File: src/verilog/hbdh_defines.vh
// Purpose: Shared constants of the host bus and DMA handshake block.
// Assumes: Included by bare name from every design file of the block.
// Notes:   Definitions only; no logic lives here.
`ifndef HBDH_DEFINES_VH
`define HBDH_DEFINES_VH

// ==========================================================
// Command codes written in the command phase.
`define HBDH_CMD_HOST_CFG_RD 8'h20
`define HBDH_CMD_HOST_CFG_WR 8'ha0
`define HBDH_CMD_PERIPH_CFG_WR 8'hba
`define HBDH_CMD_PERIPH_CFG_RD 8'hbb
`define HBDH_CMD_STATUS_RD 8'h24

// ==========================================================
// Field positions inside both configuration registers; the merge bit is used in the host one only.
`define HBDH_BIT_REQ_POL 0
`define HBDH_BIT_GRANT_POL 1
`define HBDH_BIT_MERGE 2

// ==========================================================
// Reset values: both polarities active low, channels separate.
`define HBDH_HOST_CFG_RST 16'h0000
`define HBDH_PERIPH_CFG_RST 16'h0000
`define HBDH_CMD_RST 8'h00

// ==========================================================
// Widths and timing.
`define HBDH_DATA_W 16
`define HBDH_BUF_W 17
`define HBDH_SYNC_STAGES 2

`endif

File: src/verilog/hbdh_buffer.v
// Purpose: Two-entry buffer with valid and ready on both sides.
// Assumes: One clock; synchronous active-low reset.
// Notes:   Full and empty are exact; a push into a full buffer is refused.
`include "hbdh_defines.vh"

module hbdh_buffer #(
  parameter WIDTH = `HBDH_BUF_W
) (
  // Clock and reset.
  input wire clk,
  input wire nrst,
  // Filling side.
  input wire inValid,
  output wire inReady,
  input wire [WIDTH-1:0] inData,
  // Draining side.
  output wire outValid,
  input wire outReady,
  output wire [WIDTH-1:0] outData,
  // State.
  output wire full
);

  reg [WIDTH-1:0] slot_q [0:1];
  reg wrPtr_q;
  reg rdPtr_q;
  reg [1:0] count_q;
  wire doPush;
  wire doPop;

  // ==========================================================
  // Handshakes come straight from the occupancy count.
  assign inReady = (count_q != 2'h2);
  assign outValid = (count_q != 2'h0);
  assign full = (count_q == 2'h2);
  assign outData = slot_q[rdPtr_q];
  assign doPush = inValid & inReady;
  assign doPop = outValid & outReady;

  // Storage and pointers; push and pop may share a cycle.
  always @(posedge clk) begin
    if (!nrst) begin
      wrPtr_q <= 1'b0;
      rdPtr_q <= 1'b0;
      count_q <= 2'h0;
      slot_q[0] <= {WIDTH{1'b0}};
      slot_q[1] <= {WIDTH{1'b0}};
    end else begin
      if (doPush) begin
        slot_q[wrPtr_q] <= inData;
        wrPtr_q <= ~wrPtr_q;
      end
      if (doPop) begin
        rdPtr_q <= ~rdPtr_q;
      end
      if (doPush && !doPop) begin
        count_q <= count_q + 2'h1;
      end else if (doPop && !doPush) begin
        count_q <= count_q - 2'h1;
      end
    end
  end

endmodule

File: src/verilog/hbdh_top.v
// Purpose: Processor parallel port and two-channel DMA handshake of a dual-role USB controller.
// Assumes: Strobes, chip select, data and grants arrive asynchronously to clk (10 MHz).
// Notes:   Strobes must stay low at least three clocks; a command phase selects the register.
`include "hbdh_defines.vh"

// Notes on behaviour
// RULE1: Data bus driven only during reads; all sixteen lines released when idle.
// RULE2: Register access needs chip select low; strobes ignored while it is high. Under an active grant, DMA strobes are taken whatever chip select is.
// RULE3: Read strobe low returns the selected register or buffer word.
// RULE4: Write strobe low captures the bus into the selected register or buffer.
// RULE5: Host request pin active when host part needs data, polarity from host config.
// RULE6: Peripheral request pin active on peripheral need, polarity from peripheral config.
// RULE7: Merge bit routes both parts' requests and grants through the first channel.
// RULE8: First grant input interpreted with polarity from the host config register.
// RULE9: Second grant input interpreted with polarity from the peripheral config register.
// RULE10: Each strobe under an active grant moves one word to or from that part; a write while the buffer is full is dropped.
module hbdh_top (
  // Clock and reset.
  input wire clk,
  input wire nrst,
  // Processor strobes and phase select.
  input wire csN,
  input wire rdN,
  input wire wrN,
  input wire cmdPhase,
  // Data bus as three signals.
  input wire [15:0] dataIn,
  output wire [15:0] dataOut,
  output wire dataOe,
  // DMA pins.
  output wire dmaRequestHost,
  output wire dmaRequestPeriph,
  input wire dmaGrantHost,
  input wire dmaGrantPeriph,
  // Host part user side.
  input wire hostPartNeed,
  input wire [15:0] hostPartRdData,
  output wire hostPartRdPop,
  // Peripheral part user side.
  input wire periphPartNeed,
  input wire [15:0] periphPartRdData,
  output wire periphPartRdPop,
  // Written DMA words toward the parts; bit 16 set means peripheral part.
  output wire dmaWrValid,
  input wire dmaWrReady,
  output wire [16:0] dmaWrData
);

  // ==========================================================
  // Pin synchronisers.
  reg [1:0] csSync_q;
  reg [1:0] rdSync_q;
  reg [1:0] wrSync_q;
  reg [1:0] cmdSync_q;
  reg [1:0] grantHostSync_q;
  reg [1:0] grantPeriphSync_q;
  reg [15:0] dataSyncA_q;
  reg [15:0] dataSyncB_q;
  // Edge history of synchronised signals.
  reg rdPrev_q;
  reg wrPrev_q;
  reg csPrev_q;
  reg cmdPrev_q;
  reg [15:0] dataPrev_q;
  // Registers and state.
  reg [15:0] hostCfg_q;
  reg [15:0] periphCfg_q;
  reg [7:0] cmd_q;
  reg [15:0] dataOut_q;
  reg dataOe_q;
  reg hostPop_q;
  reg periphPop_q;
  reg mergedOwner_q;
  reg grantPrev_q;
  wire bufReady;
  wire bufFull;
  wire rdFall;
  wire wrRise;
  wire hostGrantAct;
  wire periphGrantAct;
  wire merge;
  wire dmaActive;
  wire dmaPart;
  wire hostReqLevel;
  wire periphReqLevel;
  wire pioSel;
  wire pushValid;
  reg [15:0] pioRdData;

  // Two flip-flops on every asynchronous pin before any logic looks at it.
  always @(posedge clk) begin
    if (!nrst) begin
      csSync_q <= 2'h3;
      rdSync_q <= 2'h3;
      wrSync_q <= 2'h3;
      cmdSync_q <= 2'h0;
      grantHostSync_q <= 2'h3;
      grantPeriphSync_q <= 2'h3;
      dataSyncA_q <= 16'h0000;
      dataSyncB_q <= 16'h0000;
    end else begin
      csSync_q <= {csSync_q[0], csN};
      rdSync_q <= {rdSync_q[0], rdN};
      wrSync_q <= {wrSync_q[0], wrN};
      cmdSync_q <= {cmdSync_q[0], cmdPhase};
      grantHostSync_q <= {grantHostSync_q[0], dmaGrantHost};
      grantPeriphSync_q <= {grantPeriphSync_q[0], dmaGrantPeriph};
      dataSyncA_q <= dataIn;
      dataSyncB_q <= dataSyncA_q;
    end
  end

  // Previous values; write data and select are taken from the cycle before the write edge.
  always @(posedge clk) begin
    if (!nrst) begin
      rdPrev_q <= 1'b1;
      wrPrev_q <= 1'b1;
      csPrev_q <= 1'b1;
      cmdPrev_q <= 1'b0;
      dataPrev_q <= 16'h0000;
    end else begin
      rdPrev_q <= rdSync_q[1];
      wrPrev_q <= wrSync_q[1];
      csPrev_q <= csSync_q[1];
      cmdPrev_q <= cmdSync_q[1];
      dataPrev_q <= dataSyncB_q;
    end
  end

  // ==========================================================
  // Strobe edges and grant decode.
  assign rdFall = rdPrev_q & ~rdSync_q[1];
  assign wrRise = ~wrPrev_q & wrSync_q[1];
  assign merge = hostCfg_q[`HBDH_BIT_MERGE];
  assign hostGrantAct = grantHostSync_q[1] ~^ hostCfg_q[`HBDH_BIT_GRANT_POL]; // RULE8
  assign periphGrantAct = grantPeriphSync_q[1] ~^ periphCfg_q[`HBDH_BIT_GRANT_POL]; // RULE9
  // In merged mode the second grant pin is not looked at.
  assign dmaActive = hostGrantAct | (~merge & periphGrantAct); // RULE7
  assign dmaPart = merge ? mergedOwner_q : ~hostGrantAct;
  // Register access only when chip select was low and no grant is active.
  assign pioSel = ~csPrev_q & ~dmaActive; // RULE2

  // Merged channel owner is chosen when the grant goes active; the host part wins a tie.
  always @(posedge clk) begin
    if (!nrst) begin
      grantPrev_q <= 1'b0;
      mergedOwner_q <= 1'b0;
    end else begin
      grantPrev_q <= hostGrantAct;
      if (hostGrantAct && !grantPrev_q) begin
        mergedOwner_q <= ~hostPartNeed & periphPartNeed; // RULE7
      end
    end
  end

  // ==========================================================
  // Requests: withdrawn only once the write buffer is full, so an in-flight word finds no room and is refused.
  assign hostReqLevel = merge ? ((hostPartNeed | periphPartNeed) & bufReady) : (hostPartNeed & bufReady);
  assign periphReqLevel = ~merge & periphPartNeed & bufReady;
  assign dmaRequestHost = ~(hostReqLevel ^ hostCfg_q[`HBDH_BIT_REQ_POL]); // RULE5
  assign dmaRequestPeriph = ~(periphReqLevel ^ periphCfg_q[`HBDH_BIT_REQ_POL]); // RULE6

  // ==========================================================
  // Register read mux; unmapped commands read as zero.
  always @* begin
    case (cmd_q)
      `HBDH_CMD_HOST_CFG_RD: pioRdData = hostCfg_q;
      `HBDH_CMD_PERIPH_CFG_RD: pioRdData = periphCfg_q;
      `HBDH_CMD_STATUS_RD: pioRdData = {12'h000, mergedOwner_q, dmaActive, bufFull, dmaWrValid};
      default: pioRdData = 16'h0000;
    endcase
  end

  // Command and configuration writes on the rising edge of the write strobe.
  always @(posedge clk) begin
    if (!nrst) begin
      cmd_q <= `HBDH_CMD_RST;
      hostCfg_q <= `HBDH_HOST_CFG_RST;
      periphCfg_q <= `HBDH_PERIPH_CFG_RST;
    end else if (wrRise && pioSel) begin
      if (cmdPrev_q) begin
        cmd_q <= dataPrev_q[7:0];
      end else if (cmd_q == `HBDH_CMD_HOST_CFG_WR) begin
        hostCfg_q <= dataPrev_q; // RULE4
      end else if (cmd_q == `HBDH_CMD_PERIPH_CFG_WR) begin
        periphCfg_q <= dataPrev_q; // RULE4
      end
    end
  end

  // ==========================================================
  // Read path: the bus is driven from the read strobe's start until its release.
  always @(posedge clk) begin
    if (!nrst) begin
      dataOut_q <= 16'h0000;
      dataOe_q <= 1'b0;
      hostPop_q <= 1'b0;
      periphPop_q <= 1'b0;
    end else begin
      hostPop_q <= 1'b0;
      periphPop_q <= 1'b0;
      if (rdSync_q[1]) begin
        dataOe_q <= 1'b0; // RULE1
      end else if (rdFall && dmaActive) begin
        dataOe_q <= 1'b1;
        dataOut_q <= dmaPart ? periphPartRdData : hostPartRdData; // RULE10
        hostPop_q <= ~dmaPart;
        periphPop_q <= dmaPart;
      end else if (rdFall && !csSync_q[1]) begin
        dataOe_q <= 1'b1; // RULE3
        dataOut_q <= pioRdData;
      end
    end
  end

  assign dataOut = dataOut_q;
  assign dataOe = dataOe_q;
  assign hostPartRdPop = hostPop_q;
  assign periphPartRdPop = periphPop_q;

  // ==========================================================
  // Write path under a grant; the buffer absorbs a stall of the receiving part.
  assign pushValid = wrRise & dmaActive; // RULE10

  hbdh_buffer #(
    .WIDTH(`HBDH_BUF_W)
  ) u_buf (
    .clk(clk),
    .nrst(nrst),
    .inValid(pushValid),
    .inReady(bufReady),
    .inData({dmaPart, dataPrev_q}),
    .outValid(dmaWrValid),
    .outReady(dmaWrReady),
    .outData(dmaWrData),
    .full(bufFull)
  );

endmodule

File: config.mk
export PLATFORM = sky130hd
export DESIGN_NAME = hbdh_top
export DESIGN_NICKNAME = d
export VERILOG_FILES = /design/src/verilog/hbdh_buffer.v /design/src/verilog/hbdh_top.v
export VERILOG_INCLUDE_DIRS = /design/src /design/src/verilog
export SDC_FILE = /design/constraint.sdc
export NUM_CORES = 1
export LEC_CHECK = 0
export BUFFER_PORTS_ARGS = -buffer_cell sky130_fd_sc_hd__clkbuf_2
export CAP_MARGIN = 20
export CORE_ASPECT_RATIO = 0.8
export CORE_UTILIZATION = 56
export DETAILED_ROUTE_END_ITERATION = 8
export HOLD_SLACK_MARGIN = 0.05
export PLACE_DENSITY = 0.79
export SYNTH_ARGS = -nofsm -noshare
export SYNTH_HDL_FRONTEND = slang
export SYNTH_SLANG_ARGS = --single-unit
export TNS_END_PERCENT = 20
File: constraint.sdc
create_clock -name clk -period 3.18 [get_ports clk]
set_clock_uncertainty 0.1 [all_clocks]
set_input_delay 0.477 -clock clk [delete_from_list [all_inputs] [get_ports clk]]
set_output_delay 0.477 -clock clk [all_outputs]
set_load 0.01 [all_outputs]
==> results of run 1 <==
==> cells in the mapped netlist, types with 2 or more instances <==
library cell               instances
sky130_fd_sc_hd__dfxtp_1         130
sky130_fd_sc_hd__and2_1           83
sky130_fd_sc_hd__mux2i_1          41
sky130_fd_sc_hd__nand2_1          35
sky130_fd_sc_hd__nor2_1           35
sky130_fd_sc_hd__edfxtp_1         34
sky130_fd_sc_hd__o21ai_0          26
sky130_fd_sc_hd__clkbuf_1         21
sky130_fd_sc_hd__mux2_2           20
sky130_fd_sc_hd__nand3_1          18
sky130_fd_sc_hd__a22oi_1          15
sky130_fd_sc_hd__nand2b_1         13
sky130_fd_sc_hd__o221a_2          13
sky130_fd_sc_hd__o21ai_1          10
sky130_fd_sc_hd__a21oi_1           9
sky130_fd_sc_hd__buf_6             4
sky130_fd_sc_hd__clkbuf_8          4
sky130_fd_sc_hd__inv_1             4
sky130_fd_sc_hd__xor2_1            4
sky130_fd_sc_hd__nor3_1            3
sky130_fd_sc_hd__nor3_4            3
sky130_fd_sc_hd__nor3b_1           3
sky130_fd_sc_hd__o22a_2            3
sky130_fd_sc_hd__xnor2_1           3
sky130_fd_sc_hd__buf_1             2
sky130_fd_sc_hd__buf_2             2
sky130_fd_sc_hd__nand3_2           2
sky130_fd_sc_hd__nor2b_1           2
sky130_fd_sc_hd__or3_1             2
==> power breakdown <==
| part | internal [µW] | switching [µW] |
|---|---|---|
| clock | 1030 | 900 |
| combinational | 152 | 155 |
| sequential | 2190 | 47.6 |
==> final timing paths <==
kind / start / to / slack [ps] / cells past startpoint
hold / removal: dmaGrantPeriph / grantPeriphSync_q[0] / 130 / 2
setup reg to reg: periphCfg_q[1] / dataOut[14] / 850 / 5
setup / recovery: register / dmaWrData[5] / 800 / 2
hold reg to reg: rdSync_q[0] / rdSync_q[1] / 310 / 1
==> per-stage QoR <==
| step | total power, µW | cell area [µm²] |
|---|---|---|
| 3_5_place_dp | 2590 | 6830 |
| 6_report | 4470 | 7390 |
| 2_1_floorplan | 2470 | 6320 |
| 3_3_place_gp | 2580 | 6830 |
| 5_1_grt | 4620 | 7390 |
| 4_1_cts | 4500 | 7390 |
==> registers in the layout, indices dropped and copies added (netlist names), 8 cells and up, named ones only <==
name and flops:
cmd_q 8, dataOut 16, dataPrev_q 16, dataSyncA_q 16, dataSyncB_q 16, hostCfg_q 16, periphCfg_q 16, u_buf.slot_q 34
==> logic make-up after synthesis <==
| family | after synthesis | synth area share, % |
|---|---|---|
| compound gates | 79 | 8.87 |
| xor+xnor | 8 | 1.23 |
| fa+ha+maj | 1 | 0.198 |
| buf+inv | 39 | 3.66 |
| flops | 164 | 57.4 |
| mux | 61 | 10.1 |
| simple gates | 207 | 18.6 |
==> layer usage <==
layer	vias up	share of wire, %	wire length [µm]
met3	20	4.7	609
met4	0	1.7	221
li1	2110	-	-
met5	-	0	0
met2	130	49	6390
met1	2108	45	5810
==> area by class of cell <==
class / count / area (µm²)
clock inverters: 15 / 133
clock buffers: 17 / 425
fillers: 834 / 3550
inverters: 4 / 15.0
multi-input cells: 356 / 2470
repair buffers: 104 / 541
well taps: 144 / 180
flip-flops and latches: 164 / 3620
==> qor.json, run 1 <==
{
  "setup_repair_after_global_routing_missed_its_margin": {"value": "no"},
  "holdWs": {"value": 135, "unit": "ps"},
  "core_region_area": {"value": 10900, "unit": "µm²"},
  "post_route_cells_drive_above_1_share": {"value": 28.6, "unit": "%"},
  "std_cell_rows": {"value": 34},
  "worst-path-buf-inv": {"value": 1},
  "global_route.peak_usage_layer": {"value": "met2"},
  "outcome": {"value": "complete, no violations"},
  "num_antenna_cells": {"value": 0},
  "floorplan.die_area": {"value": 11700, "unit": "µm²"},
  "tightest_slew": {"value": 986, "unit": "ps"},
  "routedWlPerCell": {"value": 16.2, "unit": "µm"},
  "cts_inserted_buffers": {"value": 17},
  "post_synth_num_cell_types": {"value": 44},
  "grt_start_max_net_pins": {"value": 103},
  "leading_cell_types_in_the_layout_fill_and_taps_excluded": {"value": "sky130_fd_sc_hd__dfxtp_1 (130), sky130_fd_sc_hd__clkbuf_2 (96), sky130_fd_sc_hd__and2_1 (83)"},
  "clock_tree.buffer_depth": {"value": 2},
  "max_stage_delay": {"value": 810, "unit": "ps"},
  "cts_hold_buf": {"value": 0},
  "detail_route.iter0.violations": {"value": 296},
  "use_met2": {"value": 38.4, "unit": "%"},
  "cts_num_sinks": {"value": 164},
  "worstSkewPairLatency": {"value": 420, "unit": "ps"},
  "syn-cell-area": {"value": 6320, "unit": "µm²"},
  "clock-root-buffer": {"value": "sky130_fd_sc_hd__clkbuf_16"},
  "preCtsSetupSlack": {"value": 896, "unit": "ps"},
  "synth_warnings": {"value": 0},
  "post_synth_inst_count": {"value": 559},
  "yosys_most_used_dff": {"value": "sky130_fd_sc_hd__dfxtp_1"},
  "synth.area.top_cells": {"value": "sky130_fd_sc_hd__dfxtp_1 (41%), sky130_fd_sc_hd__edfxtp_1 (16%), sky130_fd_sc_hd__and2_1 (8.2%)"},
  "hold_path.class": {"value": "input pin to register"},
  "share_of_yosys_cell_area_claimed_by_the_top_area_cell_type": {"value": 41.2, "unit": "%"},
  "grt_first_pass_wirelength": {"value": 21.3, "unit": "mm"},
  "postRouteWirelength": {"value": 13.0, "unit": "mm"},
  "vias": {"value": 4368},
  "post-cts-setup-buffer-count": {"value": 0},
  "crit_path_top_delay_cell": {"value": "sky130_fd_sc_hd__dfxtp_1"},
  "finalSetupViolCount": {"value": 0},
  "design.portCount": {"value": 98},
  "post_cts_resized": {"value": 0},
  "grt_pass1_vias": {"value": 4315},
  "commonest_non_fill_non_tap_cell_in_the_layout": {"value": "sky130_fd_sc_hd__dfxtp_1"},
  "post-dp-hpwl": {"value": 8.83, "unit": "mm"},
  "die_height": {"value": 97, "unit": "µm"},
  "cts.clk_slew.worst_paths": {"value": 70, "unit": "ps"},
  "final.period_utilization": {"value": 74.8, "unit": "%"},
  "critPathMaxFanout": {"value": 17},
  "timing.setup.tns": {"value": 0, "unit": "ps"},
  "postRouteAntennaNets": {"value": 0},
  "globalplace.congestion": {"value": 0.886},
  "synth.yosys.seq_area_share": {"value": 57.4, "unit": "%"},
  "route.detailed.drc": {"value": 0},
  "crit_chain": {"value": "mux2_2 > clkbuf_2"},
  "final_max_slew_viol_count": {"value": 0},
  "instances_no_fill": {"value": 804},
  "irDropWorstVdd": {"value": 397, "unit": "µV"},
  "placement.io_buffers": {"value": 97},
  "grt_antenna_before_repair": {"value": 0},
  "timing.max_slew.rel_slack": {"value": 34.3, "unit": "%"},
  "synth_edf_count": {"value": 34},
  "syn_to_final_growth": {"value": 16.9, "unit": "%"},
  "grtUsageTotal": {"value": 23.8, "unit": "%"},
  "postLayoutSetupSlackWorst": {"value": 800, "unit": "ps"},
  "maxCapViolations": {"value": 0},
  "criticalPathCategory": {"value": "register to output port"},
  "start_util": {"value": 57.8, "unit": "%"},
  "critPathArrivalTime": {"value": 1800, "unit": "ps"},
  "synth_top_cell_by_area": {"value": "sky130_fd_sc_hd__dfxtp_1"},
  "power.density_cell_area": {"value": 606, "unit": "nW/µm²"},
  "path_delay_family": {"value": "flip-flops"},
  "fmax": {"value": 0.420, "unit": "GHz"},
  "place.detailed.instances": {"value": 772},
  "global_route.overflow_total": {"value": 0},
  "worst_setup_path_start_kind": {"value": "register"},
  "critical_path_required": {"value": 2600, "unit": "ps"},
  "grt_use_met3": {"value": 6.01, "unit": "%"},
  "layout.core_utilization": {"value": 67.6, "unit": "%"},
  "final_hold_viol_count": {"value": 0},
  "endpoint_kind": {"value": "output port"},
  "postSynthNetCount": {"value": 619},
  "drt_pre_antenna_iters": {"value": 4},
  "synthArstFlopShare": {"value": 0, "unit": "%"},
  "die_w": {"value": 121, "unit": "µm"},
  "route.detailed.vias_per_inst": {"value": 5.43},
  "ys_ff_latch": {"value": 164},
  "tritoncts": {"value": "yes"},
  "cts_max_level": {"value": 4},
  "globalRouteMet1Util": {"value": 30.8, "unit": "%"},
  "period_needed": {"value": 2380, "unit": "ps"},
  "postSynthAreaPerCell": {"value": 11.3, "unit": "µm²"},
  "nets": {"value": 707},
  "power.leakage": {"value": 0.00294, "unit": "µW"}
}
No activity file was read; power rests on OpenSTA's default activity.
==> inputs of run 2 (changes only) <==
--- a/config.mk
+++ b/config.mk
@@ -6,13 +6,14 @@
 export SDC_FILE = /design/constraint.sdc
 export NUM_CORES = 1
 export LEC_CHECK = 0
+export ABC_AREA = 1
 export BUFFER_PORTS_ARGS = -buffer_cell sky130_fd_sc_hd__clkbuf_2
 export CAP_MARGIN = 20
 export CORE_ASPECT_RATIO = 0.8
-export CORE_UTILIZATION = 56
+export CORE_UTILIZATION = 57
 export DETAILED_ROUTE_END_ITERATION = 8
 export HOLD_SLACK_MARGIN = 0.05
-export PLACE_DENSITY = 0.79
+export PLACE_DENSITY = 0.8
 export SYNTH_ARGS = -nofsm -noshare
 export SYNTH_HDL_FRONTEND = slang
 export SYNTH_SLANG_ARGS = --single-unit
==> constraint.sdc (replaced) <==
create_clock -name clk -period 2.2 [get_ports clk]
set_clock_uncertainty 0.1 [all_clocks]
set_input_delay 0.33 -clock clk [delete_from_list [all_inputs] [get_ports clk]]
set_output_delay 0.33 -clock clk [all_outputs]
set_load 0.01 [all_outputs]
==> qor.json, run 2 <==
{
  "largest_reg_flops": {"value": 34},
  "critPathArrivalTime": {"value": 2220, "unit": "ps"},
  "power.density_cell_area": {"value": 809, "unit": "nW/µm²"},
  "num_antenna_cells": {"value": 0},
  "setup_repair_after_global_routing_missed_its_margin": {"value": "no"},
  "yosys.area_share.adder": {"value": 0.188, "unit": "%"},
  "detailroute.wirelength.met3": {"value": 682, "unit": "µm"},
  "postRouteWirelength": {"value": 14.4, "unit": "mm"},
  "start_util": {"value": 59.8, "unit": "%"},
  "synthArstFlopShare": {"value": 0, "unit": "%"},
  "post_synth_inst_count": {"value": 862},
  "power.leakage": {"value": 0.00408, "unit": "µW"},
  "endpoint_kind": {"value": "register"},
  "yosys-top-cells-count": {"value": "sky130_fd_sc_hd__nand2_1 (251), sky130_fd_sc_hd__nor2_1 (146), sky130_fd_sc_hd__dfxtp_1 (130)"},
  "crit_path_top_delay_cell": {"value": "sky130_fd_sc_hd__dfxtp_1"},
  "layout.core_utilization": {"value": 72.7, "unit": "%"},
  "maxCapViolations": {"value": 0},
  "tritoncts": {"value": "yes"},
  "dr.max_layer_used": {"value": "met4"},
  "cts_num_sinks": {"value": 164},
  "critical_path.startpoint": {"value": "periphCfg_q[1]"},
  "synth_edf_count": {"value": 34},
  "synth-compound-area-share": {"value": 1.16, "unit": "%"},
  "synth_top_cell_by_area": {"value": "sky130_fd_sc_hd__dfxtp_1"},
  "finalSetupViolCount": {"value": 0},
  "drt_pre_antenna_iters": {"value": 7},
  "irDropWorstVdd": {"value": 554, "unit": "µV"},
  "dominant_combinational_cell_family_by_area_after_synthesis": {"value": "simple AND/OR/NAND/NOR gates"},
  "timing.setup.tns": {"value": 0, "unit": "ps"},
  "criticalPathCategory": {"value": "register to register"},
  "route.detailed.vias_per_inst": {"value": 4.93},
  "worst-path-buf-inv": {"value": 2},
  "cts.clk_slew.worst_paths": {"value": 60, "unit": "ps"},
  "commonest_non_fill_non_tap_cell_in_the_layout": {"value": "sky130_fd_sc_hd__nand2_1"},
  "route.detailed.drc": {"value": 0},
  "post-synth-top-count-cell": {"value": "sky130_fd_sc_hd__nand2_1"},
  "post-dp-hpwl": {"value": 9.19, "unit": "mm"},
  "path_delay_family": {"value": "compound AO/OA/AOI/OAI gates"},
  "fmax": {"value": 0.494, "unit": "GHz"},
  "final_max_slew_viol_count": {"value": 0},
  "tightest_slew": {"value": 617, "unit": "ps"},
  "globalplace.congestion": {"value": 0.884},
  "post_synth_num_cell_types": {"value": 28},
  "design.portCount": {"value": 98},
  "clock_tree.buffer_depth": {"value": 2},
  "detail_route.iter0.violations": {"value": 571},
  "crit_chain": {"value": "inv_1 > nand2_1 > nand3_2 > nand2_2 > nand4_1 > inv_1 > ha_1 > a21oi_1 > o21ai_0 > o21ai_1 > a21oi_1"},
  "grt_first_pass_wirelength": {"value": 23.9, "unit": "mm"},
  "nets": {"value": 1041},
  "r2r-start": {"value": "periphCfg_q[1]"},
  "critPathMaxFanout": {"value": 4},
  "period_needed": {"value": 2030, "unit": "ps"},
  "grt_antenna_before_repair": {"value": 0},
  "leading_cell_types_in_the_layout_fill_and_taps_excluded": {"value": "sky130_fd_sc_hd__nand2_1 (250), sky130_fd_sc_hd__nor2_1 (146), sky130_fd_sc_hd__dfxtp_1 (129)"},
  "die_height": {"value": 98.7, "unit": "µm"},
  "vias": {"value": 5606},
  "postSynthNetCount": {"value": 922},
  "grtUsageTotal": {"value": 25.5, "unit": "%"},
  "preCtsSetupSlack": {"value": 185, "unit": "ps"},
  "std_cell_rows": {"value": 34},
  "critical_path_required": {"value": 2400, "unit": "ps"},
  "yosys.area_share.xor_xnor": {"value": 0.394, "unit": "%"},
  "global_route.overflow_total": {"value": 0},
  "outcome": {"value": "complete, no violations"},
  "clock-root-buffer": {"value": "sky130_fd_sc_hd__clkbuf_16"},
  "hold_start": {"value": "periphPartNeed"},
  "dr_wl_met2": {"value": 7.02, "unit": "mm"},
  "ys_ff_latch": {"value": 164},
  "timing.max_slew.rel_slack": {"value": 58.8, "unit": "%"},
  "synth.area.top_cells": {"value": "sky130_fd_sc_hd__dfxtp_1 (39%), sky130_fd_sc_hd__edfxtp_1 (15%), sky130_fd_sc_hd__nand2_1 (14%)"},
  "placement.io_buffers": {"value": 97},
  "max_stage_delay": {"value": 380, "unit": "ps"},
  "yosys_most_used_dff": {"value": "sky130_fd_sc_hd__dfxtp_1"},
  "final.period_utilization": {"value": 92.1, "unit": "%"},
  "biggest_register": {"value": "u_buf.slot_q"},
  "syn_to_final_growth": {"value": 21.6, "unit": "%"},
  "floorplan.die_area": {"value": 12100, "unit": "µm²"},
  "cts_inserted_buffers": {"value": 17},
  "core_region_area": {"value": 11100, "unit": "µm²"},
  "grt_start_max_net_pins": {"value": 66},
  "post_route_cells_drive_above_1_share": {"value": 20.0, "unit": "%"},
  "detail_route.wirelength.met1": {"value": 6.56, "unit": "mm"},
  "grt_pass1_vias": {"value": 5234},
  "synth_simple_gate_area_share": {"value": 32.5, "unit": "%"},
  "hold_path.class": {"value": "input pin to register"},
  "final_hold_viol_count": {"value": 0},
  "die_w": {"value": 123, "unit": "µm"},
  "synth_mux_area_share": {"value": 2.87, "unit": "%"},
  "worst_setup_path_start_kind": {"value": "register"},
  "share_of_yosys_cell_area_claimed_by_the_top_area_cell_type": {"value": 39.0, "unit": "%"},
  "synth_warnings": {"value": 0},
  "syn-cell-area": {"value": 6670, "unit": "µm²"},
  "routedWlPerCell": {"value": 12.7, "unit": "µm"},
  "holdWs": {"value": 166, "unit": "ps"},
  "postLayoutSetupSlackWorst": {"value": 174, "unit": "ps"},
  "worstSkewPairLatency": {"value": 420, "unit": "ps"},
  "postRouteAntennaNets": {"value": 0},
  "synth.yosys.seq_area_share": {"value": 54.3, "unit": "%"},
  "postSynthAreaPerCell": {"value": 7.74, "unit": "µm²"},
  "cts_max_level": {"value": 4}
}
## run 2: cell types whose count changed after synthesis, moves of 13 or more
cell                       change
sky130_fd_sc_hd__nand3_1      +66
sky130_fd_sc_hd__nor2_2       +13
sky130_fd_sc_hd__nand2b_1     -13
sky130_fd_sc_hd__o221a_2      -13
sky130_fd_sc_hd__and2_1       -82
sky130_fd_sc_hd__mux2i_1      -41
sky130_fd_sc_hd__nand2_1     +216
sky130_fd_sc_hd__a22oi_1      -15
sky130_fd_sc_hd__inv_1       +100
sky130_fd_sc_hd__nor2_1      +111
sky130_fd_sc_hd__o21ai_0      -20
## run 2: layout make-up
class / count / area, µm²
Multi-Input combinational cell: 554 / 2480
Clock buffer: 20 / 458
Clock inverter: 12 / 124
Fill cell: 874 / 3040
Sequential cell: 164 / 3620
Inverter: 107 / 402
Timing Repair Buffer: 137 / 841
Tap cell: 144 / 180
## run 2: path summary, 6_finish.rpt
check	to	slack, ps	cells after the start
setup / recovery	u_buf.count_q[1]	170	11
hold reg to reg	dataPrev_q[7]	310	2
hold / removal	mergedOwner_q	170	3
setup reg to reg	u_buf.count_q[1]	170	11
## run 2: logic make-up (layout without fill, tap and decap cells)
group	after synthesis	in the layout
AND/OR/NAND/NOR	518	518
flip-flops	164	164
buffers and inverters	144	276
multiplexers	17	17
AO/OA/AOI/OAI	15	15
XOR/XNOR	3	3
adder cells (fa/ha/maj)	1	1
## run 2: what timing repair did
action,in CTS,in global routing
hold endpoints to repair,22,0
setup buffers,0,0
resized for setup,0,3
hold buffers,22,0
setup endpoints to repair,0,1
## run 2: report_power, final
| part | leakage [µW] | total, µW | switching [µW] | internal [µW] |
|---|---|---|---|---|
| Clock | 0.000294 | 2910 | 1170 | 1740 |
| Combinational | 0.00237 | 463 | 261 | 202 |
| Sequential | 0.00141 | 3190 | 30.3 | 3160 |
| Total | 0.00408 | 6560 | 1460 | 5090 |
## run 2: per-stage QoR
stage	cell area (µm²)	total power, µW	cells
finish	8110	6560	1138
global placement	7300	3670	1084
floorplan	6670	3510	862
global route	8110	6790	1138
CTS	8100	6600	1138
detailed placement	7300	3680	1084
## run 2: routing by layer
layer	GRT usage (%)	vias to the layer above
met2	43.5	148
met4	9.29	0
met3	4.86	22
met1	32.0	2567
li1	-	2869
met5	0	-
## run 2: worst reg2reg max path, stage by stage (launching register included)
cell and delay, ps:
sky130_fd_sc_hd__dfxtp_1 380, sky130_fd_sc_hd__inv_1 70, sky130_fd_sc_hd__nand2_1 90, sky130_fd_sc_hd__nand3_2 120, sky130_fd_sc_hd__nand2_2 120, sky130_fd_sc_hd__nand4_1 130
sky130_fd_sc_hd__inv_1 120, sky130_fd_sc_hd__ha_1 270, sky130_fd_sc_hd__a21oi_1 120, sky130_fd_sc_hd__o21ai_0 140, sky130_fd_sc_hd__o21ai_1 170, sky130_fd_sc_hd__a21oi_1 70
